==> config.mk <==
export PLATFORM = sky130hd
export DESIGN_NAME = irq_ready_outputs
export DESIGN_NICKNAME = d
export VERILOG_FILES = /design/src/common/irq_ready_pkg.sv /design/src/common/chan_status_if.sv /design/src/verilog/chan_ready_logic.sv /design/src/verilog/irq_ready_outputs.sv
export SDC_FILE = /design/constraint.sdc
export NUM_CORES = 1
export LEC_CHECK = 0
export BUFFER_PORTS_ARGS = -buffer_cell sky130_fd_sc_hd__buf_2
export CAP_MARGIN = 40
export CORE_MARGIN = 4
export CORE_UTILIZATION = 53
export DETAILED_ROUTE_END_ITERATION = 8
export PLACE_DENSITY_LB_ADDON = 0.12
export SYNTH_ARGS = -nofsm -noshare
export SYNTH_HDL_FRONTEND = slang
export SYNTH_SLANG_ARGS = --single-unit
==> constraint.sdc <==
create_clock -name mclk -period 2.1 [get_ports mclk]
set_input_delay 0.21 -clock mclk [delete_from_list [all_inputs] [get_ports mclk]]
set_output_delay 0.21 -clock mclk [all_outputs]
set_load 0.02 [all_outputs]
==> src/common/irq_ready_pkg.sv <==
// constants and types shared by the interrupt and ready output glue
`default_nettype none
package irq_ready_pkg;
	localparam int unsigned num_chan = 4;
	localparam int unsigned addr_width = 4;
	localparam int unsigned data_width = 8;
	localparam int unsigned fifo_level_width = 7;
	// register map, one byte per register
	localparam logic [3:0] mcr_a_addr = 4'h0;
	localparam logic [3:0] mcr_b_addr = 4'h1;
	localparam logic [3:0] mcr_c_addr = 4'h2;
	localparam logic [3:0] mcr_d_addr = 4'h3;
	localparam logic [3:0] cfg_addr = 4'h4;
	localparam logic [3:0] trig_addr = 4'h5;
	localparam logic [3:0] pin_status_addr = 4'h6;
	localparam logic [3:0] fifo_status_addr = 4'h7;
	localparam logic [7:0] unmapped_read = 8'h00;
	// modem control fields
	localparam int unsigned irq_output_enable_bit = 3;
	localparam logic [7:0] mcr_reset = 8'h00;
	// configuration fields: fifo enable per channel in bits 3..0
	localparam int unsigned cfg_fifo_en_lsb = 0;
	localparam logic [7:0] cfg_reset = 8'h00;
	// receive trigger level and transmit space threshold
	localparam int unsigned trig_rx_lsb = 0;
	localparam int unsigned trig_tx_lsb = 4;
	localparam logic [7:0] trig_reset = 8'h11;
	// fifo status byte layout
	localparam int unsigned fifo_status_byte_tx_lsb = 0;
	localparam int unsigned fifo_status_byte_rx_lsb = 4;
	typedef enum logic {
		bus_rw_line,
		bus_strobe
	} bus_mode_type;
endpackage : irq_ready_pkg
`default_nettype wire

==> src/common/chan_status_if.sv <==
// per-channel status travelling from the top to the ready logic
`default_nettype none
interface chan_status_if;
	import irq_ready_pkg::*;
	logic [num_chan-1:0] fifo_en;
	logic [num_chan-1:0] thr_empty;
	logic [num_chan-1:0] rhr_full;
	logic [num_chan*fifo_level_width-1:0] tx_level;
	logic [num_chan*fifo_level_width-1:0] rx_level;
	logic [3:0] rx_trig;
	logic [3:0] tx_trig;
	logic [num_chan-1:0] tx_ready_n;
	logic [num_chan-1:0] rx_ready_n;
	modport top (output fifo_en, thr_empty, rhr_full, tx_level, rx_level, rx_trig, tx_trig,
		input tx_ready_n, rx_ready_n);
	modport ready (input fifo_en, thr_empty, rhr_full, tx_level, rx_level, rx_trig, tx_trig,
		output tx_ready_n, rx_ready_n);
endinterface : chan_status_if
`default_nettype wire

==> src/verilog/chan_ready_logic.sv <==
// per-channel transmit and receive ready decode
`default_nettype none
module chan_ready_logic (
	chan_status_if.ready st
);
	import irq_ready_pkg::*;
	// thresholds scale the 4-bit fields by 4 across the 64-entry fifo
	genvar g;
	generate
		for (g = 0; g < num_chan; g++) begin : g_chan
			logic [fifo_level_width-1:0] txl;
			logic [fifo_level_width-1:0] rxl;
			logic [fifo_level_width-1:0] tx_th;
			logic [fifo_level_width-1:0] rx_th;
			always_comb begin
				txl = st.tx_level[g*fifo_level_width +: fifo_level_width];
				rxl = st.rx_level[g*fifo_level_width +: fifo_level_width];
				tx_th = {1'b0, st.tx_trig, 2'b00};
				rx_th = {1'b0, st.rx_trig, 2'b00};
				// fifo off: holding register state decides
				if (st.fifo_en[g]) begin
					st.tx_ready_n[g] = !(txl <= tx_th);
					st.rx_ready_n[g] = !((rxl >= rx_th) && (rxl != '0));
				end else begin
					st.tx_ready_n[g] = !st.thr_empty[g];
					st.rx_ready_n[g] = !st.rhr_full[g];
				end
			end
		end
	endgenerate
endmodule : chan_ready_logic
`default_nettype wire

==> src/verilog/irq_ready_outputs.sv <==
// interrupt pin drivers, ready pins and fifo status byte for a quad uart
// Overview of operation
// - strobe mode: first irq pin serves channel A, driven when its enable bit set.
// - strobe mode: pins two to four serve channels B, C, D likewise.
// - line mode: first irq pin is one active-low open-drain device request.
// - line mode: channel B, C, D irq pins held at logic zero.
// - continuous select input is active high, low when unconnected.
// - strobe mode, select high: all irq pins driven regardless of enable bits.
// - strobe mode, select low: each enable bit decides drive or float.
// - variants without the select pin tie it high or low internally.
// - each channel gives active-low tx ready from fifo or holding register.
// - each channel gives active-low rx ready from fifo or holding register.
// - combined tx ready is the AND of four channel tx ready signals.
// - combined rx ready is the AND of four channel rx ready signals.
// - status select low puts inverted tx and plain rx ready on data bus.
//
// The register offsets and strobed register access are this design's own decisions.
`default_nettype none
module irq_ready_outputs #(
	// 0: pin present; 1: tied high; 2: tied low
	parameter int unsigned sel_tie = 0
) (
	input wire logic mclk,
	input wire logic rst_b,
	input wire logic [irq_ready_pkg::addr_width-1:0] reg_addr,
	input wire logic [irq_ready_pkg::data_width-1:0] reg_wdata,
	input wire logic reg_wr,
	input wire logic reg_rd,
	output logic [irq_ready_pkg::data_width-1:0] reg_rdata,
	input wire logic bus_mode_sel,
	input wire logic irq_continuous_sel,
	input wire logic [irq_ready_pkg::num_chan-1:0] chan_irq_pending,
	input wire logic [irq_ready_pkg::num_chan-1:0] thr_empty,
	input wire logic [irq_ready_pkg::num_chan-1:0] rhr_full,
	input wire logic [irq_ready_pkg::num_chan*irq_ready_pkg::fifo_level_width-1:0] tx_level,
	input wire logic [irq_ready_pkg::num_chan*irq_ready_pkg::fifo_level_width-1:0] rx_level,
	input wire logic fifo_status_sel_n,
	output logic chan_a_irq_out,
	output logic chan_a_irq_oe_n,
	output logic chan_b_irq_out,
	output logic chan_b_irq_oe_n,
	output logic chan_c_irq_out,
	output logic chan_c_irq_oe_n,
	output logic chan_d_irq_out,
	output logic chan_d_irq_oe_n,
	output logic chan_a_tx_ready_n,
	output logic chan_b_tx_ready_n,
	output logic chan_c_tx_ready_n,
	output logic chan_d_tx_ready_n,
	output logic chan_a_rx_ready_n,
	output logic chan_b_rx_ready_n,
	output logic chan_c_rx_ready_n,
	output logic chan_d_rx_ready_n,
	output logic all_tx_ready_n,
	output logic all_rx_ready_n,
	output logic [irq_ready_pkg::data_width-1:0] fifo_status_byte,
	output logic fifo_status_oe_n
);
	import irq_ready_pkg::*;

	chan_status_if st ();

	logic [data_width-1:0] mcr_q [num_chan];
	logic [data_width-1:0] mcr_d [num_chan];
	logic [data_width-1:0] cfg_q;
	logic [data_width-1:0] cfg_d;
	logic [data_width-1:0] trig_q;
	logic [data_width-1:0] trig_d;
	logic [data_width-1:0] rdata_q;
	logic [data_width-1:0] rdata_d;
	logic [num_chan-1:0] irq_val_q;
	logic [num_chan-1:0] irq_val_d;
	logic [num_chan-1:0] irq_oe_n_q;
	logic [num_chan-1:0] irq_oe_n_d;
	logic [num_chan-1:0] txr_n_q;
	logic [num_chan-1:0] rxr_n_q;
	logic all_txr_n_q;
	logic all_rxr_n_q;
	logic [data_width-1:0] fifo_status_byte_q;
	logic [data_width-1:0] fifo_status_byte_d;
	logic fifo_status_byte_oe_n_q;
	logic sel_eff;
	logic [num_chan-1:0] mcr_oe;
	bus_mode_type mode;

	// feed channel status into the ready decoder
	assign st.fifo_en = cfg_q[cfg_fifo_en_lsb +: num_chan];
	assign st.thr_empty = thr_empty;
	assign st.rhr_full = rhr_full;
	assign st.tx_level = tx_level;
	assign st.rx_level = rx_level;
	assign st.rx_trig = trig_q[trig_rx_lsb +: 4];
	assign st.tx_trig = trig_q[trig_tx_lsb +: 4];

	chan_ready_logic u_ready (
		.st(st)
	);

	// bus mode from the select pin; host owns its level
	assign mode = bus_mode_sel ? bus_strobe : bus_rw_line;
	// package tie overrides the pin, which idles low through its pull-down
	assign sel_eff = (sel_tie == 1) ? 1'b1 :
		(sel_tie == 2) ? 1'b0 : irq_continuous_sel;

	// register writes and reads; read data stand one cycle after the strobe
	always_comb begin
		for (int i = 0; i < num_chan; i++) begin
			mcr_d[i] = mcr_q[i];
		end
		cfg_d = cfg_q;
		trig_d = trig_q;
		rdata_d = unmapped_read;
		if (reg_wr) begin
			case (reg_addr)
				mcr_a_addr: mcr_d[0] = reg_wdata;
				mcr_b_addr: mcr_d[1] = reg_wdata;
				mcr_c_addr: mcr_d[2] = reg_wdata;
				mcr_d_addr: mcr_d[3] = reg_wdata;
				cfg_addr: cfg_d = reg_wdata;
				trig_addr: trig_d = reg_wdata;
				default: ;
			endcase
		end
		if (reg_rd) begin
			case (reg_addr)
				mcr_a_addr: rdata_d = mcr_q[0];
				mcr_b_addr: rdata_d = mcr_q[1];
				mcr_c_addr: rdata_d = mcr_q[2];
				mcr_d_addr: rdata_d = mcr_q[3];
				cfg_addr: rdata_d = cfg_q;
				trig_addr: rdata_d = trig_q;
				pin_status_addr: rdata_d = {irq_oe_n_q, irq_val_q};
				fifo_status_addr: rdata_d = fifo_status_byte_d;
				default: rdata_d = unmapped_read;
			endcase
		end
	end

	always_ff @(posedge mclk or negedge rst_b) begin
		if (!rst_b) begin
			for (int i = 0; i < num_chan; i++) begin
				mcr_q[i] <= mcr_reset;
			end
			cfg_q <= cfg_reset;
			trig_q <= trig_reset;
			rdata_q <= unmapped_read;
		end else begin
			for (int i = 0; i < num_chan; i++) begin
				mcr_q[i] <= mcr_d[i];
			end
			cfg_q <= cfg_d;
			trig_q <= trig_d;
			rdata_q <= rdata_d;
		end
	end

	// interrupt pin drive; enables reset to float since the bit defaults to 0
	always_comb begin
		for (int i = 0; i < num_chan; i++) begin
			mcr_oe[i] = mcr_q[i][irq_output_enable_bit];
		end
		irq_val_d = '0;
		irq_oe_n_d = '1;
		case (mode)
			bus_strobe: begin
				for (int i = 0; i < num_chan; i++) begin
					irq_val_d[i] = chan_irq_pending[i];
					// select high forces drive, otherwise the enable bit rules
					irq_oe_n_d[i] = !(sel_eff || mcr_oe[i]);
				end
			end
			bus_rw_line: begin
				// open drain: pull low only while any channel requests
				irq_val_d[0] = 1'b0;
				irq_oe_n_d[0] = !(|chan_irq_pending);
				// unused pins actively held at zero
				irq_oe_n_d[num_chan-1:1] = '0;
			end
			default: begin
				irq_val_d = '0;
				irq_oe_n_d = '1;
			end
		endcase
	end

	// status byte: tx bits inverted, rx bits as on the pins
	always_comb begin
		fifo_status_byte_d = '0;
		fifo_status_byte_d[fifo_status_byte_tx_lsb +: num_chan] = ~st.tx_ready_n;
		fifo_status_byte_d[fifo_status_byte_rx_lsb +: num_chan] = st.rx_ready_n;
	end

	// all pins registered so outputs come straight from flip-flops
	always_ff @(posedge mclk or negedge rst_b) begin
		if (!rst_b) begin
			irq_val_q <= '0;
			irq_oe_n_q <= '1;
			txr_n_q <= '1;
			rxr_n_q <= '1;
			all_txr_n_q <= 1'b1;
			all_rxr_n_q <= 1'b1;
			fifo_status_byte_q <= '0;
			fifo_status_byte_oe_n_q <= 1'b1;
		end else begin
			irq_val_q <= irq_val_d;
			irq_oe_n_q <= irq_oe_n_d;
			txr_n_q <= st.tx_ready_n;
			rxr_n_q <= st.rx_ready_n;
			all_txr_n_q <= &st.tx_ready_n;
			all_rxr_n_q <= &st.rx_ready_n;
			fifo_status_byte_q <= fifo_status_byte_d;
			// no address decode needed for the status byte
			fifo_status_byte_oe_n_q <= fifo_status_sel_n;
		end
	end

	assign reg_rdata = rdata_q;
	assign chan_a_irq_out = irq_val_q[0];
	assign chan_b_irq_out = irq_val_q[1];
	assign chan_c_irq_out = irq_val_q[2];
	assign chan_d_irq_out = irq_val_q[3];
	assign chan_a_irq_oe_n = irq_oe_n_q[0];
	assign chan_b_irq_oe_n = irq_oe_n_q[1];
	assign chan_c_irq_oe_n = irq_oe_n_q[2];
	assign chan_d_irq_oe_n = irq_oe_n_q[3];
	assign chan_a_tx_ready_n = txr_n_q[0];
	assign chan_b_tx_ready_n = txr_n_q[1];
	assign chan_c_tx_ready_n = txr_n_q[2];
	assign chan_d_tx_ready_n = txr_n_q[3];
	assign chan_a_rx_ready_n = rxr_n_q[0];
	assign chan_b_rx_ready_n = rxr_n_q[1];
	assign chan_c_rx_ready_n = rxr_n_q[2];
	assign chan_d_rx_ready_n = rxr_n_q[3];
	assign all_tx_ready_n = all_txr_n_q;
	assign all_rx_ready_n = all_rxr_n_q;
	assign fifo_status_byte = fifo_status_byte_q;
	assign fifo_status_oe_n = fifo_status_byte_oe_n_q;
endmodule : irq_ready_outputs
`default_nettype wire

After elaboration in Yosys (flattened, before gate mapping) --
Index checks and enable logic that the tools add are counted.
Operators by class: order comparisons 8, equal/unequal tests 7, multiplexer cells 14, bitwise operators 2, reductions and logical operators 43
Operators with widths (number):
- 8-bit case mux with 8 select lines | 1
- 7-bit by 6-bit greater-or-equal comparator with 1-bit output | 4
- 7-bit by 6-bit <= comparator with 1-bit output | 4
- 7-bit nonzero test | 4
- 1-bit logical NOT | 21
- 4-bit by 3-bit == test with 1-bit output, second input constant | 4
- 2-bit AND reduction | 6
- 1-bit 2-to-1 mux | 9
- 4-bit by 2-bit == test with 1-bit output, second input constant | 2
- 8-bit 2-to-1 mux | 1
- 4-bit case mux with 2 select lines | 1
- 4-bit AND reduction | 2
- 4-bit by 1-bit == test with 1-bit output, second input constant | 1
- 1-bit logical AND | 4
- 4-bit logical NOT | 1
- 1-bit logical OR | 4
- 4-bit NOT | 1
- 4-bit OR reduction | 1
- 3-bit 2-to-1 mux | 1
- 1-bit case mux with 2 select lines | 1
- 1-bit NOT | 1
Storage, ports and cells: flip-flop bits (word level) 83, logic and storage cells 89

Longest topological paths before layout --
Gate-level depths: netlist of the first run.
depth in word-level cells 6, depth in mapped cells 8

Hierarchy --
From an unflattened synthesis of the first run, not the netlist that was laid out.
Second synthesis, totals: cell total of the unflattened synthesis 360, area total of the unflattened synthesis 4302.9 um^2
Modules (own cells, without submodules):
- irq_ready_outputs | instances 1, cells an instance 226, area an instance 3369.5 um^2
- chan_ready_logic | instances 1, cells an instance 134, area an instance 933.4 um^2

Worst setup path after synthesis of the first run --
Ideal clock, no wire load.
path kind register to register, start register trig_q[0], end register rdata_q[6], in the netlist reg_rdata[6], setup time 0.129 ns, data arrival time 1.667 ns, required time 1.971 ns, slack 0.303 ns, stages on the path, launching flop included 7, buffers on the path 0, clock period less this slack 1.797 ns, path through dfstp_2 -> ha_1 -> or3b_1 -> a2111oi_2 -> o221ai_2 -> nand2_1 -> o21ai_0
Between the ends: cells in the longest elaborated chain, start to end 6
Ends and longest elaborated chain:
- from (decl) | RTL line irq_ready_outputs.sv:67 | logic [data_width-1:0] trig_q;
- from (signal assigned) | RTL line irq_ready_outputs.sv:145 | trig_q <= trig_reset;
- from (signal assigned) | RTL line irq_ready_outputs.sv:152 | trig_q <= trig_d;
- 7-bit by 6-bit greater-or-equal comparator with 1-bit output | RTL line chan_ready_logic.sv:23 | st.rx_ready_n[g] = !((rxl >= rx_th) && (rxl != '0));
- 1-bit logical AND | RTL line chan_ready_logic.sv:23
- 1-bit logical NOT | RTL line chan_ready_logic.sv:23
- 1-bit 2-to-1 mux | RTL line chan_ready_logic.sv:21 | if (st.fifo_en[g]) begin
- net fifo_status_byte_d[6] | RTL line irq_ready_outputs.sv:80 | logic [data_width-1:0] fifo_status_byte_d;
- 8-bit case mux with 8 select lines | RTL line irq_ready_outputs.sv:125 | case (reg_addr)
- 8-bit 2-to-1 mux | RTL line irq_ready_outputs.sv:124 | if (reg_rd) begin
- net rdata_d[6] | RTL line irq_ready_outputs.sv:70 | logic [data_width-1:0] rdata_d;
- to (signal assigned) | RTL line irq_ready_outputs.sv:146 | rdata_q <= unmapped_read;
- to (signal assigned) | RTL line irq_ready_outputs.sv:153 | rdata_q <= rdata_d;
- to (decl) | RTL line irq_ready_outputs.sv:69 | logic [data_width-1:0] rdata_q;
The timed path passes the listed nets, and every way through them passes these cells. A chain may end at the register's enable or synchronous reset.

Worst setup path after layout of the first run --
Ends and elaborated chain as after synthesis.

==> results.sh, run 1 <==
export IMPL_initial_core_util_pct=55.6
export IMPL_die_area_sq_um=9800
export IMPL_htreeDepth=3
export IMPL_finalSetupViolCount=0
export IMPL_worstHoldPathType="primary input to flip-flop"
export IMPL_synth_edf_count=0
export IMPL_grt_pass1_vias=3607
export IMPL_post_route_drc_count=0
export IMPL_die_w_microns=99.0
export IMPL_worst_pin_slew_ns=0.648
export IMPL_syn_area_sq_um=4390
export IMPL_arrival_ns=2.15
export IMPL_fin_nets=636
export IMPL_fin_crit_sh_pct=91.7
export IMPL_holdWs_ns=0.0894
export IMPL_crit_end="reg_rdata[6]"
export IMPL_synthesis_nets=498
export IMPL_crit_start="trig_q[0]"
export IMPL_yosys_warnings=0
export IMPL_worstSkewPairLatency_ns=0.35
export IMPL_grt_max_degree=48
export IMPL_portBuffers=121
export IMPL_wl_mm=11.2
export IMPL_finalHoldViolations=0
export IMPL_reg2reg_from="trig_q[0]"
export IMPL_required_ns=2.32
export IMPL_clk_pin_slew_worst_paths_ns=0.08
export IMPL_placement_rows=32
export IMPL_io_pin_count=122
export IMPL_fp_dieH_microns=99.0
export IMPL_vias=3483
export IMPL_skew_ns=0.00969
export IMPL_critPathMaxFanout=6
export IMPL_rrSetupSlack_ns=0.18
export IMPL_layout_drive_gt1_share_pct=43.2
export IMPL_grt_pass1_wl_mm=18.0
export IMPL_vdd_drop_max_uv=705
export IMPL_gr_total_overflow=0
export IMPL_final_common_cell="buf_2"
export IMPL_syn_mean_instance_area_sq_um=11.6
export IMPL_coreArea_sq_um=7890
export IMPL_grtUsageTotal_pct=23.2
export IMPL_postSynth_topFlopCell="dfrtp_1"
export IMPL_reg2reg_to="reg_rdata[6]"
export IMPL_gp_congestion=0.869
export IMPL_first_iter_violations=175
export IMPL_layout_min_cycle_time_ns=1.92
export IMPL_antenna_found_initial=0
export IMPL_synth_seq_cells=83
export IMPL_yosysTopAreaCellShare_pct=37.6
export IMPL_dp_hpwl_mm=8.91
export IMPL_critPathKind="flip-flop to flip-flop"
export IMPL_synthTopCellsByArea="dfrtp_1 38%, mux2_2 10%, dfstp_2 10%"
export IMPL_maxCapViolations=0
export IMPL_p_per_area_nw_per_um2=880
export IMPL_fmax_mhz=520
export IMPL_outcome="completed"
export IMPL_min_from="bus_mode_sel"
export IMPL_diodes=0
export IMPL_reg2reg_depth=6
export IMPL_setup_tns_final_ns=0
export IMPL_synthToLayoutAreaGrowth_pct=24.2
export IMPL_vias_per_cell=5.59
export IMPL_ant_nets=0
export IMPL_async_flop_share_pct=100
export IMPL_end_kind="flip-flop"
export IMPL_synthCells=379
export IMPL_cts_tree="built"
export IMPL_rsz0062_at_grt="no"
export IMPL_drv_slew=0
export IMPL_cts_sinks=83
export IMPL_layout_common_cells="120 x buf_2, 66 x dfrtp_1, 40 x mux2_2"
export IMPL_routedWlPerCell_microns=18.0
export IMPL_seq_area_frac_synth_pct=47.8
export IMPL_yosysTopAreaCell="dfrtp_1"
export IMPL_synth_distinct_cells=54
export IMPL_first_pass_iters=4
export IMPL_cts_root_buf="clkbuf_8"
export IMPL_slew_headroom_pct=56.4
export IMPL_critPathLaunchType="flip-flop"
export IMPL_p_leak_nw=2.65
export IMPL_cts_made_buffers=9
export IMPL_clockBufferDepth=2
==> worst max-delay path: stages (launching register included) <==
cell	delay (ns)
dfstp_2	0.60
ha_1	0.13
or3b_1	0.39
a2111oi_4	0.37
o221ai_2	0.18
nand2_1	0.08
o21ai_0	0.07
==> synth_stat cells, types with 3 or more instances <==
| master | number |
|---|---|
| a211oi_1 | 4 |
| a21oi_1 | 16 |
| a22o_1 | 4 |
| a22oi_1 | 6 |
| and2_1 | 5 |
| buf_2 | 5 |
| dfrtp_1 | 66 |
| dfstp_2 | 17 |
| ha_1 | 32 |
| inv_1 | 25 |
| mux2_2 | 40 |
| mux2_4 | 8 |
| mux2i_1 | 6 |
| nand2_1 | 21 |
| nand3_1 | 6 |
| nand3b_1 | 3 |
| nand4_1 | 3 |
| nor2_1 | 22 |
| nor2b_1 | 8 |
| nor3_1 | 6 |
| nor4_1 | 6 |
| o211ai_1 | 6 |
| o21ai_0 | 16 |
| o221ai_1 | 5 |
| o22ai_1 | 3 |
==> worst min-delay path by stage <==
stage                                      to  slack (ns)  depth (start not counted)
after floorplan                      cfg_q[0]       -0.09                          0
after global placement    fifo_status_byte[6]        0.24                          1
after detailed placement  fifo_status_byte[6]        0.25                          1
after CTS                       irq_oe_n_q[0]        0.08                          2
after global routing             irq_val_q[3]        0.08                          2
final                           irq_oe_n_q[0]        0.09                          2
==> power breakdown <==
part	leakage, nW	total (W)	internal [W]	switching (W)
Combinational	1.54	0.00131	0.000604	0.000707
Sequential	0.995	0.00214	0.00195	0.000191
Clock	0.112	0.00134	0.000787	0.000558
==> area by class of cell <==
class / instances / area, sq um
well taps: 102 / 128
clock buffers: 9 / 124
fillers: 627 / 2440
flip-flops and latches: 83 / 2100
repair buffers: 137 / 746
multi-input cells: 259 / 2130
inverters: 27 / 106
clock inverters: 6 / 114
==> repair_timing <==
action                     CTS  global route
hold buffers                 2             0
setup buffers                0             0
hold endpoints to repair    36             0
resized for setup            0             1
setup endpoints to repair    0             1
==> cell families after synthesis <==
group,count (synthesis),synth area share [%]
flops,83,47.8
fa+ha+maj,32,9.13
buf+inv,37,3.85
mux,56,15.4
compound gates,75,11.7
simple gates,96,12.1
==> stage by stage <==
step	instances	worst slack [ns]	util [%]	power [W]	instance area, sq um
after floorplan	379	0.303	-	0.00295	4390
after global placement	606	0.196	65.6	0.00342	5180
after detailed placement	606	0.166	65.6	0.00347	5180
after CTS	623	0.158	68.9	0.00482	5440
after global routing	623	0.00152	69.1	0.00508	5450
final	623	0.175	69.1	0.00480	5450
==> sequential cells by signal (all words and copies together) (netlist names), 8 cells and up <==
register          cells
reg_rdata             8
cfg_q                 8
fifo_status_byte      8
trig_q                8
mcr_q                28
==> layer usage <==
layer  part of all wire (%)  global-route usage, %  vias up
met4                   0.73                   3.26        0
met3                    6.2                   5.17       12
li1                       -                      -     1671
met1                     42                   30.6     1700
met5                      0                      0        -
met2                     51                   40.3      100
(Power assumes the default switching activity.)
==> inputs of run 2 (changes only) <==
Settings changed: CELL_PAD_IN_SITES_DETAIL_PLACEMENT from default to 0, CELL_PAD_IN_SITES_GLOBAL_PLACEMENT from default to 1, CORE_UTILIZATION 53 to 41.
==> results.sh, run 2 (synthesis results as in run 1) <==
export IMPL_cts_resized_gates=0
export IMPL_grt_util_met3_pct=3.97
export IMPL_layout_drive_gt1_share_pct=43.8
export IMPL_placement_rows=37
export IMPL_fin_nets=642
export IMPL_fin_crit_sh_pct=93.8
export IMPL_slew_headroom_pct=61.7
export IMPL_antenna_found_initial=0
export IMPL_fp_dieH_microns=111
export IMPL_routedWlPerCell_microns=17.5
export IMPL_fin_util_pct=53.2
export IMPL_met2_usage_pct=31.0
export IMPL_die_w_microns=111
export IMPL_grt_max_degree=50
export IMPL_fin_area_sq_um=5510
export IMPL_p_int_w=0.00326
export IMPL_maxCapViolations=0
export IMPL_worstSkewPairLatency_ns=0.36
export IMPL_initial_core_util_pct=42.3
export IMPL_post_route_drc_count=0
export IMPL_dp_hpwl_mm=9.17
export IMPL_portBuffers=121
export IMPL_rrSetupSlack_ns=0.13
export IMPL_p_per_area_nw_per_um2=855
export IMPL_skew_ns=0.0124
export IMPL_drv_slew=0
export IMPL_first_iter_violations=149
export IMPL_vias_per_cell=5.24
export IMPL_htreeDepth=3
export IMPL_wl_mm=11.6
export IMPL_worstHoldPathType="primary input to flip-flop"
export IMPL_largest_reg_flops=28
export IMPL_finalSetupViolCount=0
export IMPL_cts_setup_buffers=0
export IMPL_p_switching_w=0.00146
export IMPL_setup_tns_final_ns=0
export IMPL_clk_pin_slew_worst_paths_ns=0.08
export IMPL_pwr_share_clk_pct=27.0
export IMPL_p_seq_share_pct=45.6
export IMPL_coreArea_sq_um=10400
export IMPL_vdd_drop_max_uv=498
export IMPL_ant_nets=0
export IMPL_layout_min_cycle_time_ns=1.97
export IMPL_vias=3478
export IMPL_required_ns=2.32
export IMPL_grt_busiest_layer="met2"
export IMPL_holdWs_ns=0.0926
export IMPL_cts_sinks=83
export IMPL_outcome="completed"
export IMPL_gr_total_overflow=0
export IMPL_clockBufferDepth=2
export IMPL_fmax_mhz=508
export IMPL_critPathMaxFanout=6
export IMPL_io_pin_count=122
export IMPL_finalHoldViolations=0
export IMPL_grtUsageTotal_pct=18.7
export IMPL_diodes=0
export IMPL_grt_pass1_vias=3522
export IMPL_end_kind="flip-flop"
export IMPL_cts_tree="built"
export IMPL_gp_congestion=0.819
export IMPL_critPathLaunchType="flip-flop"
export IMPL_power_frac_comb_pct=27.4
export IMPL_cts_root_buf="clkbuf_8"
export IMPL_cts_made_buffers=9
export IMPL_die_area_sq_um=12400
export IMPL_worst_pin_slew_ns=0.573
export IMPL_synthToLayoutAreaGrowth_pct=25.7
export IMPL_rsz0062_at_grt="no"
export IMPL_first_pass_iters=5
export IMPL_dpl_cell_area_sq_um=5270
export IMPL_layout_common_cells="120 x buf_2, 66 x dfrtp_1, 40 x mux2_2"
export IMPL_critPathKind="flip-flop to flip-flop"
export IMPL_arrival_ns=2.19
export IMPL_cts_hold_buf=2
export IMPL_grt_pass1_wl_mm=18.4
export IMPL_final_common_cell="buf_2"
export IMPL_regMostFlops="mcr_q"
export IMPL_swShare_pct=30.9
export IMPL_p_leak_nw=2.67
export IMPL_grt_util_met1_pct=25.4
## run 2: area by class of cell
| class | instances | area [sq um] |
|---|---|---|
| repair buffers | 143 | 791 |
| flip-flops and latches | 83 | 2100 |
| clock buffers | 11 | 141 |
| inverters | 27 | 106 |
| clock inverters | 5 | 86.3 |
| fillers | 962 | 4860 |
| multi-input cells | 259 | 2120 |
| well taps | 136 | 170 |
## run 2: metrics by stage
step	worst slack [ns]	power (W)	cells
floorplan	0.303	0.00295	379
global placement	0.175	0.00344	646
detailed placement	0.129	0.00348	646
CTS	0.119	0.00477	664
global route	0.00589	0.00501	664
finish	0.130	0.00471	664
## run 2: path summary, 6_finish.rpt
check                               startpoint                   to  cells after the start
min in group asynchronous                rst_b  fifo_status_byte[5]                      2
hold reg to reg                      mcr_oe[1]        irq_oe_n_q[1]                      1
hold / removal             chan_irq_pending[1]         irq_val_q[1]                      2
max in group asynchronous                rst_b        irq_oe_n_q[1]                      3
setup reg to reg                     trig_q[0]         reg_rdata[6]                      6
setup / recovery                     trig_q[0]         reg_rdata[6]                      6
## run 2: power by group through the flow
stage	clock network (W)	registers (W)	logic, W
4_1_cts	0.00131	0.00215	0.00131
5_1_grt	0.00137	0.00219	0.00145
6_report	0.00127	0.00215	0.00129
3_3_place_gp	0	0.00217	0.00127
3_5_place_dp	0	0.00218	0.00130
2_1_floorplan	0	0.00224	0.000710
## run 2: critical path: stages (launching register included)
cell and delay, ns:
dfstp_2 0.61, ha_1 0.14, or3b_1 0.36, a2111oi_2 0.39, o221ai_2 0.19, nand2_1 0.08
o21ai_0 0.08
## run 2: routing by layer
metal / part of all wire (%) / vias to the layer above
met3: 4.8 / 15
met2: 49 / 90
met1: 45 / 1685
li1: - / 1688
met5: 0 / -
met4: 1.4 / 0
